==> config.mk <==
export PLATFORM = sky130hd
export DESIGN_NAME = ssm_socket_status
export DESIGN_NICKNAME = d
export VERILOG_FILES = /design/src/rtl/ssm_pkg.sv /design/src/rtl/ssm_pin_sync.sv /design/src/rtl/ssm_socket_status.sv
export SDC_FILE = /design/constraint.sdc
export NUM_CORES = 1
export LEC_CHECK = 0
export BUFFER_PORTS_ARGS = -buffer_cell sky130_fd_sc_hd__buf_2
export CAP_MARGIN = 20
export CORE_MARGIN = 2
export CORE_UTILIZATION = 53
export DETAILED_ROUTE_END_ITERATION = 8
export GPL_ROUTABILITY_DRIVEN = 0
export HOLD_SLACK_MARGIN = 0.12
export PLACE_DENSITY = 0.77
export SLEW_MARGIN = 20
export SYNTH_ARGS = -nofsm -noshare
export SYNTH_HDL_FRONTEND = slang
export SYNTH_HIERARCHICAL = 1
export SYNTH_SLANG_ARGS = --single-unit
==> constraint.sdc <==
create_clock -name clock -period 3.3 [get_ports clock]
set_input_delay 0 -clock clock [delete_from_list [all_inputs] [get_ports clock]]
set_output_delay 0 -clock clock [all_outputs]
set_load 0.1 [all_outputs]
==> src/rtl/ssm_pkg.sv <==
// Package of register map, field positions and timing for the socket status block.
package ssm_pkg;

    localparam logic [7:0]  OFS_EVENT   = 8'h00;
    localparam logic [7:0]  OFS_MASK    = 8'h04;
    localparam logic [7:0]  OFS_PRESENT = 8'h08;
    localparam logic [7:0]  OFS_FORCE   = 8'h0C;

    localparam logic [31:0] MASK_RESET    = 32'h0000_0000;
    localparam logic [31:0] PRESENT_RESET = 32'h3000_0000;
    localparam logic [3:0]  SOCK_CAP_RESET = 4'h3;

    localparam int EV_POWER  = 3;
    localparam int EV_DET2   = 2;
    localparam int EV_DET1   = 1;
    localparam int EV_STATUS = 0;

    localparam int PS_SOCK_HI   = 31;
    localparam int PS_SOCK_LO   = 28;
    localparam int PS_VIDEO     = 27;
    localparam int PS_CARD_HI   = 13;
    localparam int PS_CARD_LO   = 10;
    localparam int PS_BADREQ    = 9;
    localparam int PS_LOSS      = 8;
    localparam int PS_NOTCARD   = 7;
    localparam int PS_READY     = 6;
    localparam int PS_CARDBUS   = 5;
    localparam int PS_CARD16    = 4;
    localparam int PS_POWERED   = 3;
    localparam int FE_REIDENT   = 14;

    localparam logic [1:0]  DET_MASK_ON = 2'h3;

    localparam int CLOCK_MHZ     = 50;
    localparam int IDENT_TIME_NS = 1000;
    localparam int IDENT_CYCLES  = (IDENT_TIME_NS * CLOCK_MHZ + 999) / 1000;

    typedef struct packed {
        logic        sel;
        logic        write;
        logic [7:0]  addr;
        logic [31:0] wdata;
    } ssm_bus_req_s;

    typedef enum {ST_EMPTY, ST_IDENT, ST_READY} ssm_ident_e;

endpackage

==> src/rtl/ssm_pin_sync.sv <==
// Three-stage synchroniser for the socket pins with agreement filter.
`timescale 1ns/100ps
module ssm_pin_sync (
    input  wire logic       clock,    // System clock.
    input  wire logic       reset_n,  // Asynchronous reset, active low.
    input  wire logic [3:0] pins_in,  // Raw socket pins.
    output logic      [3:0] pins_out  // Filtered synchronous levels.
);
    logic [3:0] stage1_reg;
    logic [3:0] stage2_reg;
    logic [3:0] stage3_reg;

    always_ff @(posedge clock or negedge reset_n)
    begin
        if (!reset_n)
        begin
            stage1_reg <= 4'hF;
            stage2_reg <= 4'hF;
            stage3_reg <= 4'hF;
        end
        else
        begin
            stage1_reg <= pins_in;
            stage2_reg <= stage1_reg;
            stage3_reg <= stage2_reg;
        end
    end

    // A level is taken only when the second and third stages agree.
    always_ff @(posedge clock or negedge reset_n)
    begin
        if (!reset_n)
            pins_out <= 4'hF;
        else
            for (int i = 0; i < 4; i++)
                if (stage2_reg[i] == stage3_reg[i])
                    pins_out[i] <= stage3_reg[i];
    end
endmodule

==> src/rtl/ssm_socket_status.sv <==
// Socket event, mask, present-state and force-event registers of one socket.
`timescale 1ns/100ps
module ssm_socket_status
    import ssm_pkg::*;
#(
    parameter logic VIDEO_PORT_DEFAULT = 1'b0
) (
    input  wire logic          clock,                   // System clock, 50 MHz.
    input  wire logic          reset_n,                 // Asynchronous reset, active low.
    input  wire ssm_bus_req_s  bus_req,                 // Register request, one cycle.
    output logic               bus_ack,                 // Answer strobe, one cycle.
    output logic [31:0]        bus_rdata,               // Read data, valid with ack.
    input  wire logic          card_detect_pin_one_n,   // First detect pin, low = card.
    input  wire logic          card_detect_pin_two_n,   // Second detect pin, low = card.
    input  wire logic          card_status_change_pin,  // Card status-change pin.
    input  wire logic          card_ready_pin,          // Card ready or interrupt pin.
    input  wire logic [3:0]    card_supply_sense,       // Sensed card supply set Y,X,3V3,5V0.
    input  wire logic          card_sense_cardbus,      // Sensed type, 1 = 32-bit card.
    input  wire logic          card_sense_valid,        // Sensed type is recognisable.
    input  wire logic          socket_power_on,         // Socket supply is on.
    input  wire logic          supply_request_bad,      // Pulse: invalid supply request.
    input  wire logic          card_cycle_pending,      // Cycle open or write data held.
    output logic               socket_change_interrupt  // Status change interrupt.
);

    logic [3:0]  pins_now;
    logic [1:0]  detect_now;
    logic        status_now;
    logic        card_in;
    logic        wr_hit;
    logic        rd_hit;
    logic        force_wr;
    logic        ident_done;
    logic [31:0] present_word;
    logic [3:0]  event_set;
    logic [3:0]  event_enable;

    ssm_ident_e  state_reg;
    ssm_ident_e  state_next;
    logic [15:0] ident_cnt_reg;

    logic [3:0]  mask_reg;
    logic [3:0]  event_reg;
    logic [3:0]  sock_cap_reg;
    logic        video_reg;
    logic [3:0]  card_cap_reg;
    logic        badreq_reg;
    logic        loss_reg;
    logic        notcard_reg;
    logic        cardbus_reg;
    logic        card16_reg;
    logic        powered_reg;
    logic [1:0]  det_shown_reg;
    logic        status_shown_reg;
    logic        powered_prev_reg;
    logic [1:0]  det_prev_reg;
    logic        status_prev_reg;

    function automatic logic is_write(input ssm_bus_req_s req, input logic [7:0] ofs);
        is_write = req.sel && req.write && (req.addr == ofs);
    endfunction

    ssm_pin_sync u_pin_sync (
        .clock    (clock),
        .reset_n  (reset_n),
        .pins_in  ({card_ready_pin, card_status_change_pin,
                    card_detect_pin_two_n, card_detect_pin_one_n}),
        .pins_out (pins_now)
    );

    assign detect_now = pins_now[1:0];
    assign status_now = pins_now[2];
    assign card_in    = (detect_now == 2'b00);
    assign wr_hit     = bus_req.sel && bus_req.write;
    assign rd_hit     = bus_req.sel && !bus_req.write;
    assign force_wr   = is_write(bus_req, OFS_FORCE);
    assign ident_done = (state_reg == ST_IDENT) && (ident_cnt_reg == 16'h0000);

    // Card identification sequence. A forced re-identification restarts it.
    always_comb
    begin
        state_next = state_reg;
        case (state_reg)
            ST_EMPTY:
                if (card_in)
                    state_next = ST_IDENT;
            ST_IDENT:
                if (ident_done)
                    state_next = card_in ? ST_READY : ST_EMPTY;
            ST_READY:
                if (!card_in)
                    state_next = ST_EMPTY;
            default:
                state_next = ST_EMPTY;
        endcase
        if (force_wr && bus_req.wdata[FE_REIDENT])
            state_next = ST_IDENT;
    end

    always_ff @(posedge clock or negedge reset_n)
    begin
        if (!reset_n)
            state_reg <= ST_EMPTY;
        else
            state_reg <= state_next;
    end

    always_ff @(posedge clock or negedge reset_n)
    begin
        if (!reset_n)
            ident_cnt_reg <= 16'h0000;
        else if (state_next == ST_IDENT && (state_reg != ST_IDENT || force_wr))
            ident_cnt_reg <= 16'(IDENT_CYCLES - 1);
        else if (state_reg == ST_IDENT && ident_cnt_reg != 16'h0000)
            ident_cnt_reg <= ident_cnt_reg - 16'h0001;
    end

    // Interrupt mask; only the four low bits exist.
    always_ff @(posedge clock or negedge reset_n)
    begin
        if (!reset_n)
            mask_reg <= MASK_RESET[3:0];
        else if (is_write(bus_req, OFS_MASK))
            mask_reg <= bus_req.wdata[3:0];
    end

    // Detect bits freeze while the card is being identified. The entry edge is frozen too,
    // otherwise the level that starts identification would already show through.
    always_ff @(posedge clock or negedge reset_n)
    begin
        if (!reset_n)
            det_shown_reg <= 2'b11;
        else if (state_reg != ST_IDENT && state_next != ST_IDENT)
            det_shown_reg <= detect_now;
    end

    always_ff @(posedge clock or negedge reset_n)
    begin
        if (!reset_n)
        begin
            status_shown_reg <= 1'b1;
            powered_reg      <= 1'b0;
        end
        else
        begin
            status_shown_reg <= status_now;
            powered_reg      <= socket_power_on;
        end
    end

    // Socket supply ability and video capability, overridable by force writes.
    always_ff @(posedge clock or negedge reset_n)
    begin
        if (!reset_n)
        begin
            sock_cap_reg <= SOCK_CAP_RESET;
            video_reg    <= VIDEO_PORT_DEFAULT;
        end
        else if (force_wr)
        begin
            sock_cap_reg <= bus_req.wdata[PS_SOCK_HI:PS_SOCK_LO];
            video_reg    <= bus_req.wdata[PS_VIDEO];
        end
    end

    // Card supply and type are taken at the end of identification of a valid card; force writes also set the card supply.
    always_ff @(posedge clock or negedge reset_n)
    begin
        if (!reset_n)
        begin
            card_cap_reg <= 4'h0;
            cardbus_reg  <= 1'b0;
            card16_reg   <= 1'b0;
        end
        else if (force_wr)
            card_cap_reg <= bus_req.wdata[PS_CARD_HI:PS_CARD_LO];
        else if (ident_done && card_in && card_sense_valid)
        begin
            card_cap_reg <= card_supply_sense;
            cardbus_reg  <= card_sense_cardbus;
            card16_reg   <= !card_sense_cardbus;
        end
    end

    // An unrecognisable card keeps its flag until a valid card is identified.
    always_ff @(posedge clock or negedge reset_n)
    begin
        if (!reset_n)
            notcard_reg <= 1'b0;
        else if (force_wr)
            notcard_reg <= bus_req.wdata[PS_NOTCARD];
        else if (ident_done && card_in)
            notcard_reg <= !card_sense_valid;
    end

    // Invalid supply request stays set until a fresh card is handled.
    always_ff @(posedge clock or negedge reset_n)
    begin
        if (!reset_n)
            badreq_reg <= 1'b0;
        else if (supply_request_bad)
            badreq_reg <= 1'b1;
        else if (force_wr)
            badreq_reg <= bus_req.wdata[PS_BADREQ];
        else if (ident_done)
            badreq_reg <= 1'b0;
    end

    // Removal with an open cycle may have lost data.
    always_ff @(posedge clock or negedge reset_n)
    begin
        if (!reset_n)
            loss_reg <= 1'b0;
        else if (state_reg == ST_READY && !card_in && card_cycle_pending)
            loss_reg <= 1'b1;
        else if (force_wr)
            loss_reg <= bus_req.wdata[PS_LOSS];
        else if (ident_done)
            loss_reg <= 1'b0;
    end

    always_comb
    begin
        present_word                        = 32'h0000_0000;
        present_word[PS_SOCK_HI:PS_SOCK_LO] = sock_cap_reg;
        present_word[PS_VIDEO]              = video_reg;
        present_word[PS_CARD_HI:PS_CARD_LO] = card_cap_reg;
        present_word[PS_BADREQ]             = badreq_reg;
        present_word[PS_LOSS]               = loss_reg;
        present_word[PS_NOTCARD]            = notcard_reg;
        present_word[PS_READY]              = pins_now[3];
        present_word[PS_CARDBUS]            = cardbus_reg;
        present_word[PS_CARD16]             = card16_reg;
        present_word[PS_POWERED]            = powered_reg;
        present_word[EV_DET2]               = det_shown_reg[1];
        present_word[EV_DET1]               = det_shown_reg[0];
        present_word[EV_STATUS]             = status_shown_reg;
    end

    always_ff @(posedge clock or negedge reset_n)
    begin
        if (!reset_n)
        begin
            powered_prev_reg <= 1'b0;
            det_prev_reg     <= 2'b11;
            status_prev_reg  <= 1'b1;
        end
        else
        begin
            powered_prev_reg <= powered_reg;
            det_prev_reg     <= det_shown_reg;
            status_prev_reg  <= status_shown_reg;
        end
    end

    // Change detection on the shown bits; force writes add their own events.
    always_comb
    begin
        event_set[EV_POWER] = powered_reg != powered_prev_reg;
        event_set[EV_DET2]  = det_shown_reg[1] != det_prev_reg[1];
        event_set[EV_DET1]  = det_shown_reg[0] != det_prev_reg[0];
        if (cardbus_reg)
            event_set[EV_STATUS] = status_shown_reg && !status_prev_reg;
        else
            event_set[EV_STATUS] = status_shown_reg != status_prev_reg;
        if (force_wr)
            event_set = event_set | bus_req.wdata[3:0];
    end

    // Hardware set wins over a software clear in the same cycle.
    always_ff @(posedge clock or negedge reset_n)
    begin
        if (!reset_n)
            event_reg <= 4'h0;
        else if (is_write(bus_req, OFS_EVENT))
            event_reg <= (event_reg & ~bus_req.wdata[3:0]) | event_set;
        else
            event_reg <= event_reg | event_set;
    end

    // Only the mask value 11 enables detect events; 01 and 10 block them.
    always_comb
    begin
        event_enable[EV_POWER]  = mask_reg[EV_POWER];
        event_enable[EV_DET2]   = mask_reg[2:1] == DET_MASK_ON;
        event_enable[EV_DET1]   = mask_reg[2:1] == DET_MASK_ON;
        event_enable[EV_STATUS] = mask_reg[EV_STATUS];
    end

    always_ff @(posedge clock or negedge reset_n)
    begin
        if (!reset_n)
            socket_change_interrupt <= 1'b0;
        else
            socket_change_interrupt <= |(event_reg & event_enable);
    end

    // Register reads answer one cycle after the request; writes ack too.
    always_ff @(posedge clock or negedge reset_n)
    begin
        if (!reset_n)
        begin
            bus_ack   <= 1'b0;
            bus_rdata <= 32'h0000_0000;
        end
        else
        begin
            bus_ack   <= bus_req.sel;
            bus_rdata <= 32'h0000_0000;
            if (rd_hit)
            begin
                case (bus_req.addr)
                    OFS_EVENT:   bus_rdata <= {28'h0000000, event_reg};
                    OFS_MASK:    bus_rdata <= {28'h0000000, mask_reg};
                    OFS_PRESENT: bus_rdata <= present_word;
                    default:     bus_rdata <= 32'h0000_0000;
                endcase
            end
        end
    end

    // Writes to the present-state offset have no effect.
    logic unused_wr;
    assign unused_wr = wr_hit && (bus_req.addr == OFS_PRESENT);

endmodule

==> flow_metrics.tcl, run 1 <==
set metrics [dict create \
    dp_slack_ps 712 \
    ys.flop_type "dfrtp_1" \
    syn_to_final_growth_pct 36.8 \
    drcViolationCount 0 \
    end_kind "register" \
    fin_util_pct 75.1 \
    power_density_nw_per_um2 587 \
    synth-compound-area-share_pct 8.33 \
    synth_edf_count 0 \
    arrival_ps 3400 \
    hpwlAfterDp_mm 5.82 \
    synth-simple-area-share_pct 17.5 \
    core_um2 8260 \
    cts_buffers 17 \
    root_buffer "clkbuf_8" \
    avgViaCountPerCell 5.39 \
    grt_pass1_wl_mm 17.0 \
    dr.pass1.iters 4 \
    track_usage_pct 25.0 \
    critical_path.slowest_cell "dlygate4sd3_1" \
    synth.distinct_cells 53 \
    synthMuxAreaShare_pct 2.84 \
    p_leak_uw 0.00284 \
    postCtsHoldBufs 57 \
    avgRoutedWirePerCell_um 16.3 \
    synth_top_area_cell "dfrtp_1" \
    synth_seq_area_share_pct 64.1 \
    hold_violations 0 \
    postRouteWirelength_mm 10.6 \
    port_buffers 62 \
    async_flop_share_pct 100 \
    clock_latency_ps 510 \
    die_y_um 96.5 \
    tns_ps 0 \
    synth-seq-cells 115 \
    start_util_pct 54.9 \
    setup_viol 0 \
    yosys_warnings 6 \
    tightest_slew_ps 888 \
    critical_path_class "reg -> reg" \
    synth-adder-area-share_pct 1.82 \
    clock.fmax_mhz 338 \
    grt_pass1_vias 3579 \
    ant_nets 0 \
    clk_pin_slew_worst_paths_ps 60 \
    rows 33 \
    period_needed_ps 2960 \
    htreeDepth 4 \
    grt-ovfl-total 0 \
    final_area_um2 6200 \
    syn_area_um2 4530 \
    relSlewSlack_pct 40.8 \
    antenna_cells 0 \
    drt_iter0_drc 259 \
    largest_register_ffs 32 \
    synth_top_family_by_area "simple AND/OR/NAND/NOR gates" \
    place_area_um2 5010 \
    worst_ir_drop_vdd_mv 0.373 \
    synth_most_common_cell "dfrtp_1" \
    worst_slack_ps 338 \
    fin_crit_sh_pct 89.8 \
    drive_above_1_share_pct 25.8 \
    path_max_fanout 8 \
    synth-xor-area-share_pct 0.579 \
    start_kind "register" \
    antenna_found_initial 0 \
    io_pins 91 \
    nFillCells 519 \
    post_cts_buffers 0 \
    fin_worst_skew_ps 7.82 \
    cp.required_ps 3740 \
    synth_common_cells "91 x dfrtp_1, 28 x nand2_1, 24 x a21oi_1, 24 x dfstp_2, 23 x nor2_1" \
    outcome "completed" \
    critical-path-max-stage-delay_ps 600 \
    placedCellCount 561 \
    grt_max_degree 77 \
    clock_sinks 115 \
    rsz0062_at_grt "no" \
    die_w_um 96.5 \
    cts_tree "done" \
    slew_viol_final 0 \
    die_area_um2 9310 \
    cts_resized 0 \
    path_cells "inv_1, ha_1, or4b_1, nor4_4, and4_1, a31oi_1, a21oi_1, dlygate4sd3_1" \
    synthCells 370 \
    nets 593 \
    hold_class "in -> reg" \
    synthTopCellsByArea "dfrtp_1 50%, dfstp_2 14%, a21oi_1 2.6%" \
    instances_no_fill 651 \
    maxCapViolCount 0 \
    postSynthAreaPerCell_um2 12.3 \
    clk_path_buf_depth 2 \
    vias 3507 \
    synth_top_area_share_pct 50.2 \
]
## cell type report
class	instances	area, um2	share of cell area (%)
Clock buffer	18	418	6.74
Tap cell	105	131	2.12
Clock inverter	14	203	3.27
Inverter	11	41.3	0.665
Multi-Input combinational cell	262	1570	25.3
Timing Repair Buffer	126	933	15.0
Sequential cell	115	2910	46.9
## through the flow
step / power [uW] / hold WS, ps
finish: 3640 / 155
global route: 3760 / 141
CTS: 3660 / 128
detailed placement: 1720 / 106
global placement: 1720 / 105
floorplan: 1660 / -296
## per-layer routing
metal  wire length [um]  vias to the layer above  track usage [%]
met4                339                        0             13.1
met1               4200                     1718             29.4
met5                  0                        -                0
met3                560                       34             6.59
met2               5510                      151             42.2
li1                   -                     1604                -
## placed cells by master (no fill, tap or decap), types with 6 or more instances in the layout
master,instances
a21oi_1,24
and2_1,17
buf_2,61
buf_4,7
clkbuf_16,16
conb_1,43
dfrtp_1,91
dfstp_2,24
dlygate4sd3_1,57
inv_1,11
mux2_2,6
nand2_1,28
nand4_1,6
nor2_1,23
nor4_1,12
o21ai_0,8
or3_1,9
or4_1,9
## final timing paths
check	from	endpoint	slack, ps	cells after the start
worst min register to register	u_pin_sync/stage1_reg[3]$_DFF_PN1_	u_pin_sync/stage2_reg[3]$_DFF_PN1_	360	0
min in group asynchronous	reset_n	state_reg[7]$_DFF_PN0_	170	2
worst max register to register	ident_cnt_reg[0]$_DFFE_PN0P_	card_cap_reg[3]$_DFFE_PN0P_	340	8
max in group asynchronous	reset_n	card_cap_reg[3]$_DFFE_PN0P_	2310	3
worst min-delay path	bus_req[41]	bus_ack$_DFF_PN0_	150	2
worst max-delay path	ident_cnt_reg[0]$_DFFE_PN0P_	card_cap_reg[3]$_DFFE_PN0P_	340	8
## critical path: cells and delay by family, from the launching register on
family / cells / cell delay, ps
buffers and inverters: 2 / 730
AO/OA/AOI/OAI: 2 / 360
AND/OR/NAND/NOR: 3 / 1250
flip-flops: 1 / 400
adder cells (fa/ha/maj): 1 / 160
## logic make-up (layout without fill, tap and decap cells)
group / after synthesis / count (layout)
AO/OA/AOI/OAI: 59 / 59
XOR/XNOR: 3 / 3
adder cells (fa/ha/maj): 7 / 7
buffers and inverters: 35 / 169
flip-flops: 115 / 115
multiplexers: 12 / 12
other: 1 / 43
AND/OR/NAND/NOR: 138 / 138
## power breakdown
group | switching [uW] | internal [uW]
combinational | 158 | 81.5
sequential | 32.2 | 1480
clock | 656 | 1240
Power figures use the tool's default switching activity.
==> inputs of run 2 (changes only) <==
CAP_MARGIN = 10   (was 20)
clock period = 3.8 ns   (was 3.3 ns; I/O delays follow)
==> run 2 against run 1 <==
  * Clock-buffer cell count is 2 higher
  * Fmax is 4.8% lower
  * Worst setup slack better by 350 ps
  * Largest cell class unchanged
  * Non-clock buffer count is 3 lower
  * First-iteration DRC count is 34% lower
  * Largest power group unchanged
  * Combinational power is 13% lower
  * Power is 17% lower
  * Critical path type unchanged
  * Highest routed layer unchanged
  * Clock skew hardly changed
  * Flip-flop and latch count stayed put
  * Critical path depth stayed put
  * Core utilization is 0.74 points lower
==> flow_metrics.tcl, run 2 (same netlist as run 1, synthesis figures left out) <==
set metrics [dict create \
    critical_path_class "reg -> reg" \
    fin_worst_skew_ps 7.71 \
    hold_violations 0 \
    avgViaCountPerCell 5.38 \
    setup_viol 0 \
    track_usage_pct 24.4 \
    multiInputGateArea_um2 1570 \
    maxCapViolCount 0 \
    clock_latency_ps 510 \
    die_w_um 96.5 \
    slew_viol_final 0 \
    clock_sinks 115 \
    drive_above_1_share_pct 25.4 \
    grt_pass1_wl_mm 16.7 \
    power_density_nw_per_um2 495 \
    start_kind "register" \
    core_um2 8260 \
    path_max_fanout 8 \
    cts_buffers 17 \
    ant_nets 0 \
    outcome "completed" \
    start_util_pct 54.9 \
    nets 590 \
    rsz0062_at_grt "no" \
    post_cts_buffers 0 \
    die_y_um 96.5 \
    clk_path_buf_depth 2 \
    period_needed_ps 3110 \
    cp.required_ps 4190 \
    final_cell_mix "91 x dfrtp_1, 61 x buf_2, 57 x dlygate4sd3_1, 43 x conb_1, 28 x nand2_1" \
    syn_to_final_growth_pct 35.5 \
    hpwlAfterDp_mm 5.78 \
    io_pins 91 \
    clk_pin_slew_worst_paths_ps 60 \
    drcViolationCount 0 \
    arrival_ps 3500 \
    htreeDepth 4 \
    clock.fmax_mhz 321 \
    antenna_found_initial 0 \
    root_buffer "clkbuf_8" \
    worst_ir_drop_vdd_mv 0.283 \
    cts_resized 0 \
    nFillCells 526 \
    largest_register_ffs 32 \
    fin_crit_sh_pct 81.9 \
    port_buffers 62 \
    p_leak_uw 0.00282 \
    p_total_uw 3040 \
    postRouteWirelength_mm 10.4 \
    end_kind "register" \
    hold_class "in -> async" \
    tns_ps 0 \
    grt-ovfl-total 0 \
    ff_latch_area_um2 2910 \
    dr.pass1.iters 4 \
    rows 33 \
    relSlewSlack_pct 32.2 \
    grt_pass1_vias 3516 \
    die_area_um2 9310 \
    avgRoutedWirePerCell_um 16.1 \
    grt_max_degree 92 \
    antenna_cells 0 \
    drt_iter0_drc 170 \
    vias 3488 \
    final_common_cell "dfrtp_1" \
    cts_tree "done" \
    tightest_slew_ps 1010 \
]
run 2: worst max-delay path: stages, from the launching register on:
cell	delay [ps]
dfrtp_1	400
inv_1	130
ha_1	150
or4b_1	500
nor4_4	470
and4_1	450
nand3_1	190
mux2i_1	150
dlygate4sd3_1	550
run 2: power breakdown:
part / switching (uW) / internal, uW / total (uW)
logic: 136 / 70.5 / 207
registers: 26.8 / 1280 / 1310
clock network: 556 / 966 / 1520
run 2: final timing paths:
| kind | depth (start not counted) | startpoint | endpoint | slack (ps) |
|---|---|---|---|---|
| max reg2reg | 8 | ident_cnt_reg[0]$_DFFE_PN0P_ | card16_reg$_DFFE_PN0P_ | 690 |
| max | 8 | ident_cnt_reg[0]$_DFFE_PN0P_ | card16_reg$_DFFE_PN0P_ | 690 |
| min in group clock | 4 | card_sense_valid | notcard_reg$_DFFE_PN0P_ | 170 |
| max in group asynchronous | 3 | reset_n | ident_cnt_reg[6]$_DFFE_PN0P_ | 2900 |
| min | 2 | reset_n | state_reg[7]$_DFF_PN0_ | 100 |
| min reg2reg | 0 | u_pin_sync/stage1_reg[2]$_DFF_PN1_ | u_pin_sync/stage2_reg[2]$_DFF_PN1_ | 360 |
run 2: layout make-up:
class | instances | share of cell area [%]
Clock buffer | 20 | 7.25
Clock inverter | 12 | 2.12
Inverter | 11 | 0.672
Multi-Input combinational cell | 262 | 25.6
Sequential cell | 115 | 47.3
Tap cell | 105 | 2.14
Timing Repair Buffer | 123 | 14.9
run 2: stage by stage:
stage / util, % / setup slack (ps) / hold WS (ps) / std cells / cell area, um2
after floorplan: - / 1380 / -296 / 412 / 4690
after global placement: 60.5 / 1150 / 105 / 559 / 4990
after detailed placement: 60.5 / 1040 / 106 / 559 / 4990
after CTS: 74.3 / 716 / 123 / 648 / 6140
after global routing: 74.4 / 565 / 154 / 648 / 6140
final: 74.4 / 687 / 96.3 / 648 / 6140
run 2: routing by layer:
layer	vias up	routed length, um	global-route usage, %	part of all wire [%]
met5	-	0	0	0
met4	0	348	13.1	3.3
met3	38	571	7.06	5.5
met2	143	5420	40.0	52
met1	1718	4060	29.0	39
li1	1589	-	-	-
run 2: what timing repair did:
item,4_1_cts,5_1_grt
setup endpoints to repair,0,0
hold endpoints to repair,102,0
hold buffers,57,0
==> inputs of run 3 (changes only) <==
clock period = 3.2 ns   (was 3.8 ns; I/O delays follow)
==> run 3 against run 2 <==
  * Register-to-register slack worse by 420 ps
  * Core utilization increased by 1.0 points
  * Via count up 2.2%
  * Fmax is 6.0% higher
  * Non-clock buffer count up 10
  * Largest cell class unchanged
  * Largest power group unchanged
==> flow_metrics.tcl, run 3 (same netlist as run 1, synthesis figures left out) <==
set metrics [dict create \
    outcome "completed" \
    slew_viol_final 0 \
    path_max_fanout 8 \
    start_kind "register" \
    critical_path_class "reg -> reg" \
    maxCapViolCount 0 \
    timing.rr.start "ident_cnt_reg[0]$_DFFE_PN0P_" \
    r2r-end "card_cap_reg[0]$_DFFE_PN0P_" \
    p_seq_share_pct 43.6 \
    clock_sinks 115 \
    htreeDepth 4 \
    clk_path_buf_depth 2 \
    hold_slack_ps 145 \
    core_um2 8260 \
    rrSetupSlack_ps 260 \
    setup_viol 0 \
    power.switching_uw 835 \
    nFillCells 520 \
    nets 600 \
    hpwlAfterDp_mm 5.84 \
    clock.fmax_mhz 340 \
    cp.required_ps 3630 \
    rows 33 \
    grt_pass1_vias 3657 \
    final_area_um2 6230 \
    p_leak_uw 0.00286 \
    multiInputGateArea_um2 1570 \
    fin_worst_skew_ps 8.39 \
    p_int_uw 2740 \
    drcViolationCount 0 \
    antenna_cells 0 \
    power.share.switching_pct 23.3 \
    clk_pin_slew_worst_paths_ps 60 \
    cts_buffers 17 \
    vias 3564 \
    final_common_cell "dfrtp_1" \
    rsz0062_at_grt "no" \
    clockPowerShare_pct 49.5 \
    die_w_um 96.5 \
    end_kind "register" \
    cts_tree "done" \
    place_area_um2 5020 \
    hold_class "in -> async" \
    postRouteWirelength_mm 10.9 \
    fin_crit_sh_pct 91.8 \
    ff_latch_area_um2 2910 \
    period_needed_ps 2940 \
    avgViaCountPerCell 5.42 \
    clock_latency_ps 500 \
    avgRoutedWirePerCell_um 16.5 \
    die_y_um 96.5 \
    grt_pass1_wl_mm 17.2 \
    track_usage_pct 25.2 \
    antenna_found_initial 0 \
    hold_violations 0 \
    largest_register_ffs 32 \
    dr.pass1.iters 5 \
    cts_resized 0 \
    reg2regPathDepth 9 \
    ant_nets 0 \
    syn_to_final_growth_pct 37.3 \
    drt_iter0_drc 218 \
    grt-ovfl-total 0 \
    tightest_slew_ps 977 \
    root_buffer "clkbuf_8" \
    power_density_nw_per_um2 574 \
    port_buffers 62 \
    worst_ir_drop_vdd_mv 0.479 \
    drive_above_1_share_pct 26.0 \
    start_util_pct 54.9 \
    arrival_ps 3370 \
    relSlewSlack_pct 34.3 \
    final_cell_mix "91 x dfrtp_1, 61 x buf_2, 59 x dlygate4sd3_1, 43 x conb_1, 28 x nand2_1" \
    grt_max_degree 41 \
    die_area_um2 9310 \
    combPwrFrac_pct 6.9 \
    io_pins 91 \
    tns_ps 0 \
]
==> run 3: cell types whose count changed in the layout (fill, tap and decap cells not counted) <==
cell / delta
buf_4: +8
clkinv_4: +5
clkinvlp_4: -4
clkbuf_1: +2
dlygate4sd3_1: +2
buf_12: +1
buf_6: -1
clkbuf_8: -1
clkinv_2: -1
inv_6: -1
==> run 3: per-layer routing <==
layer / track usage [%] / wire length, um / vias up
li1: - / - / 1619
met1: 29.9 / 4210 / 1746
met2: 41.8 / 5630 / 162
met3: 6.67 / 696 / 37
met4: 13.8 / 335 / 0
met5: 0 / 0 / -
==> run 3: worst max-delay path by stage <==
stage | cells after the start | slack, ps | start | end
2_1_floorplan | 8 | 780 | ident_cnt_reg[0]$_DFFE_PN0P_ | cardbus_reg$_DFFE_PN0P_
3_3_place_gp | 7 | 480 | ident_cnt_reg[0]$_DFFE_PN0P_ | cardbus_reg$_DFFE_PN0P_
3_5_place_dp | 7 | 430 | ident_cnt_reg[0]$_DFFE_PN0P_ | cardbus_reg$_DFFE_PN0P_
4_1_cts | 8 | 140 | ident_cnt_reg[0]$_DFFE_PN0P_ | card_cap_reg[1]$_DFFE_PN0P_
5_1_grt | 9 | 160 | ident_cnt_reg[0]$_DFFE_PN0P_ | card_cap_reg[0]$_DFFE_PN0P_
6_report | 9 | 260 | ident_cnt_reg[0]$_DFFE_PN0P_ | card_cap_reg[0]$_DFFE_PN0P_
==> run 3: power groups by stage <==
stage	logic (uW)	clock network [uW]	registers [uW]
detailed placement	199	0	1580
global route	267	1880	1560
floorplan	130	0	1580
global placement	194	0	1580
finish	247	1770	1560
CTS	240	1790	1560
==> run 3: cell type report <==
class                      instances  area share, %
clock buffer                      21           7.05
clock inverter                    11           2.09
inverter                          11          0.663
multi-input combinational        262           25.2
sequential                       115           46.7
tap                              105           2.11
timing repair buffer             133           16.2
==> run 3: repair_timing <==
action / in CTS / in global routing
buffers inserted: 0 / 4
hold endpoints to repair: 136 / 1
hold buffers: 59 / 1
endpoints found under the setup margin: 0 / 5
==> run 3: stage by stage <==
step	std cells	total power, uW	utilization (%)	worst slack [ps]
after floorplan	412	1710	-	775
after global placement	562	1770	60.7	478
after detailed placement	562	1780	60.7	428
after CTS	653	3590	74.9	139
after global routing	658	3710	75.4	163
final	658	3580	75.4	263
==> run 3: worst max-delay path, cell delays in order (launching register included) <==
cell and delay, ps:
dfrtp_1 400, inv_1 130, ha_1 150, or4b_1 500, nor4_4 220, buf_4 180
and4_1 390, a31oi_1 150, a21oi_1 180, dlygate4sd3_1 580
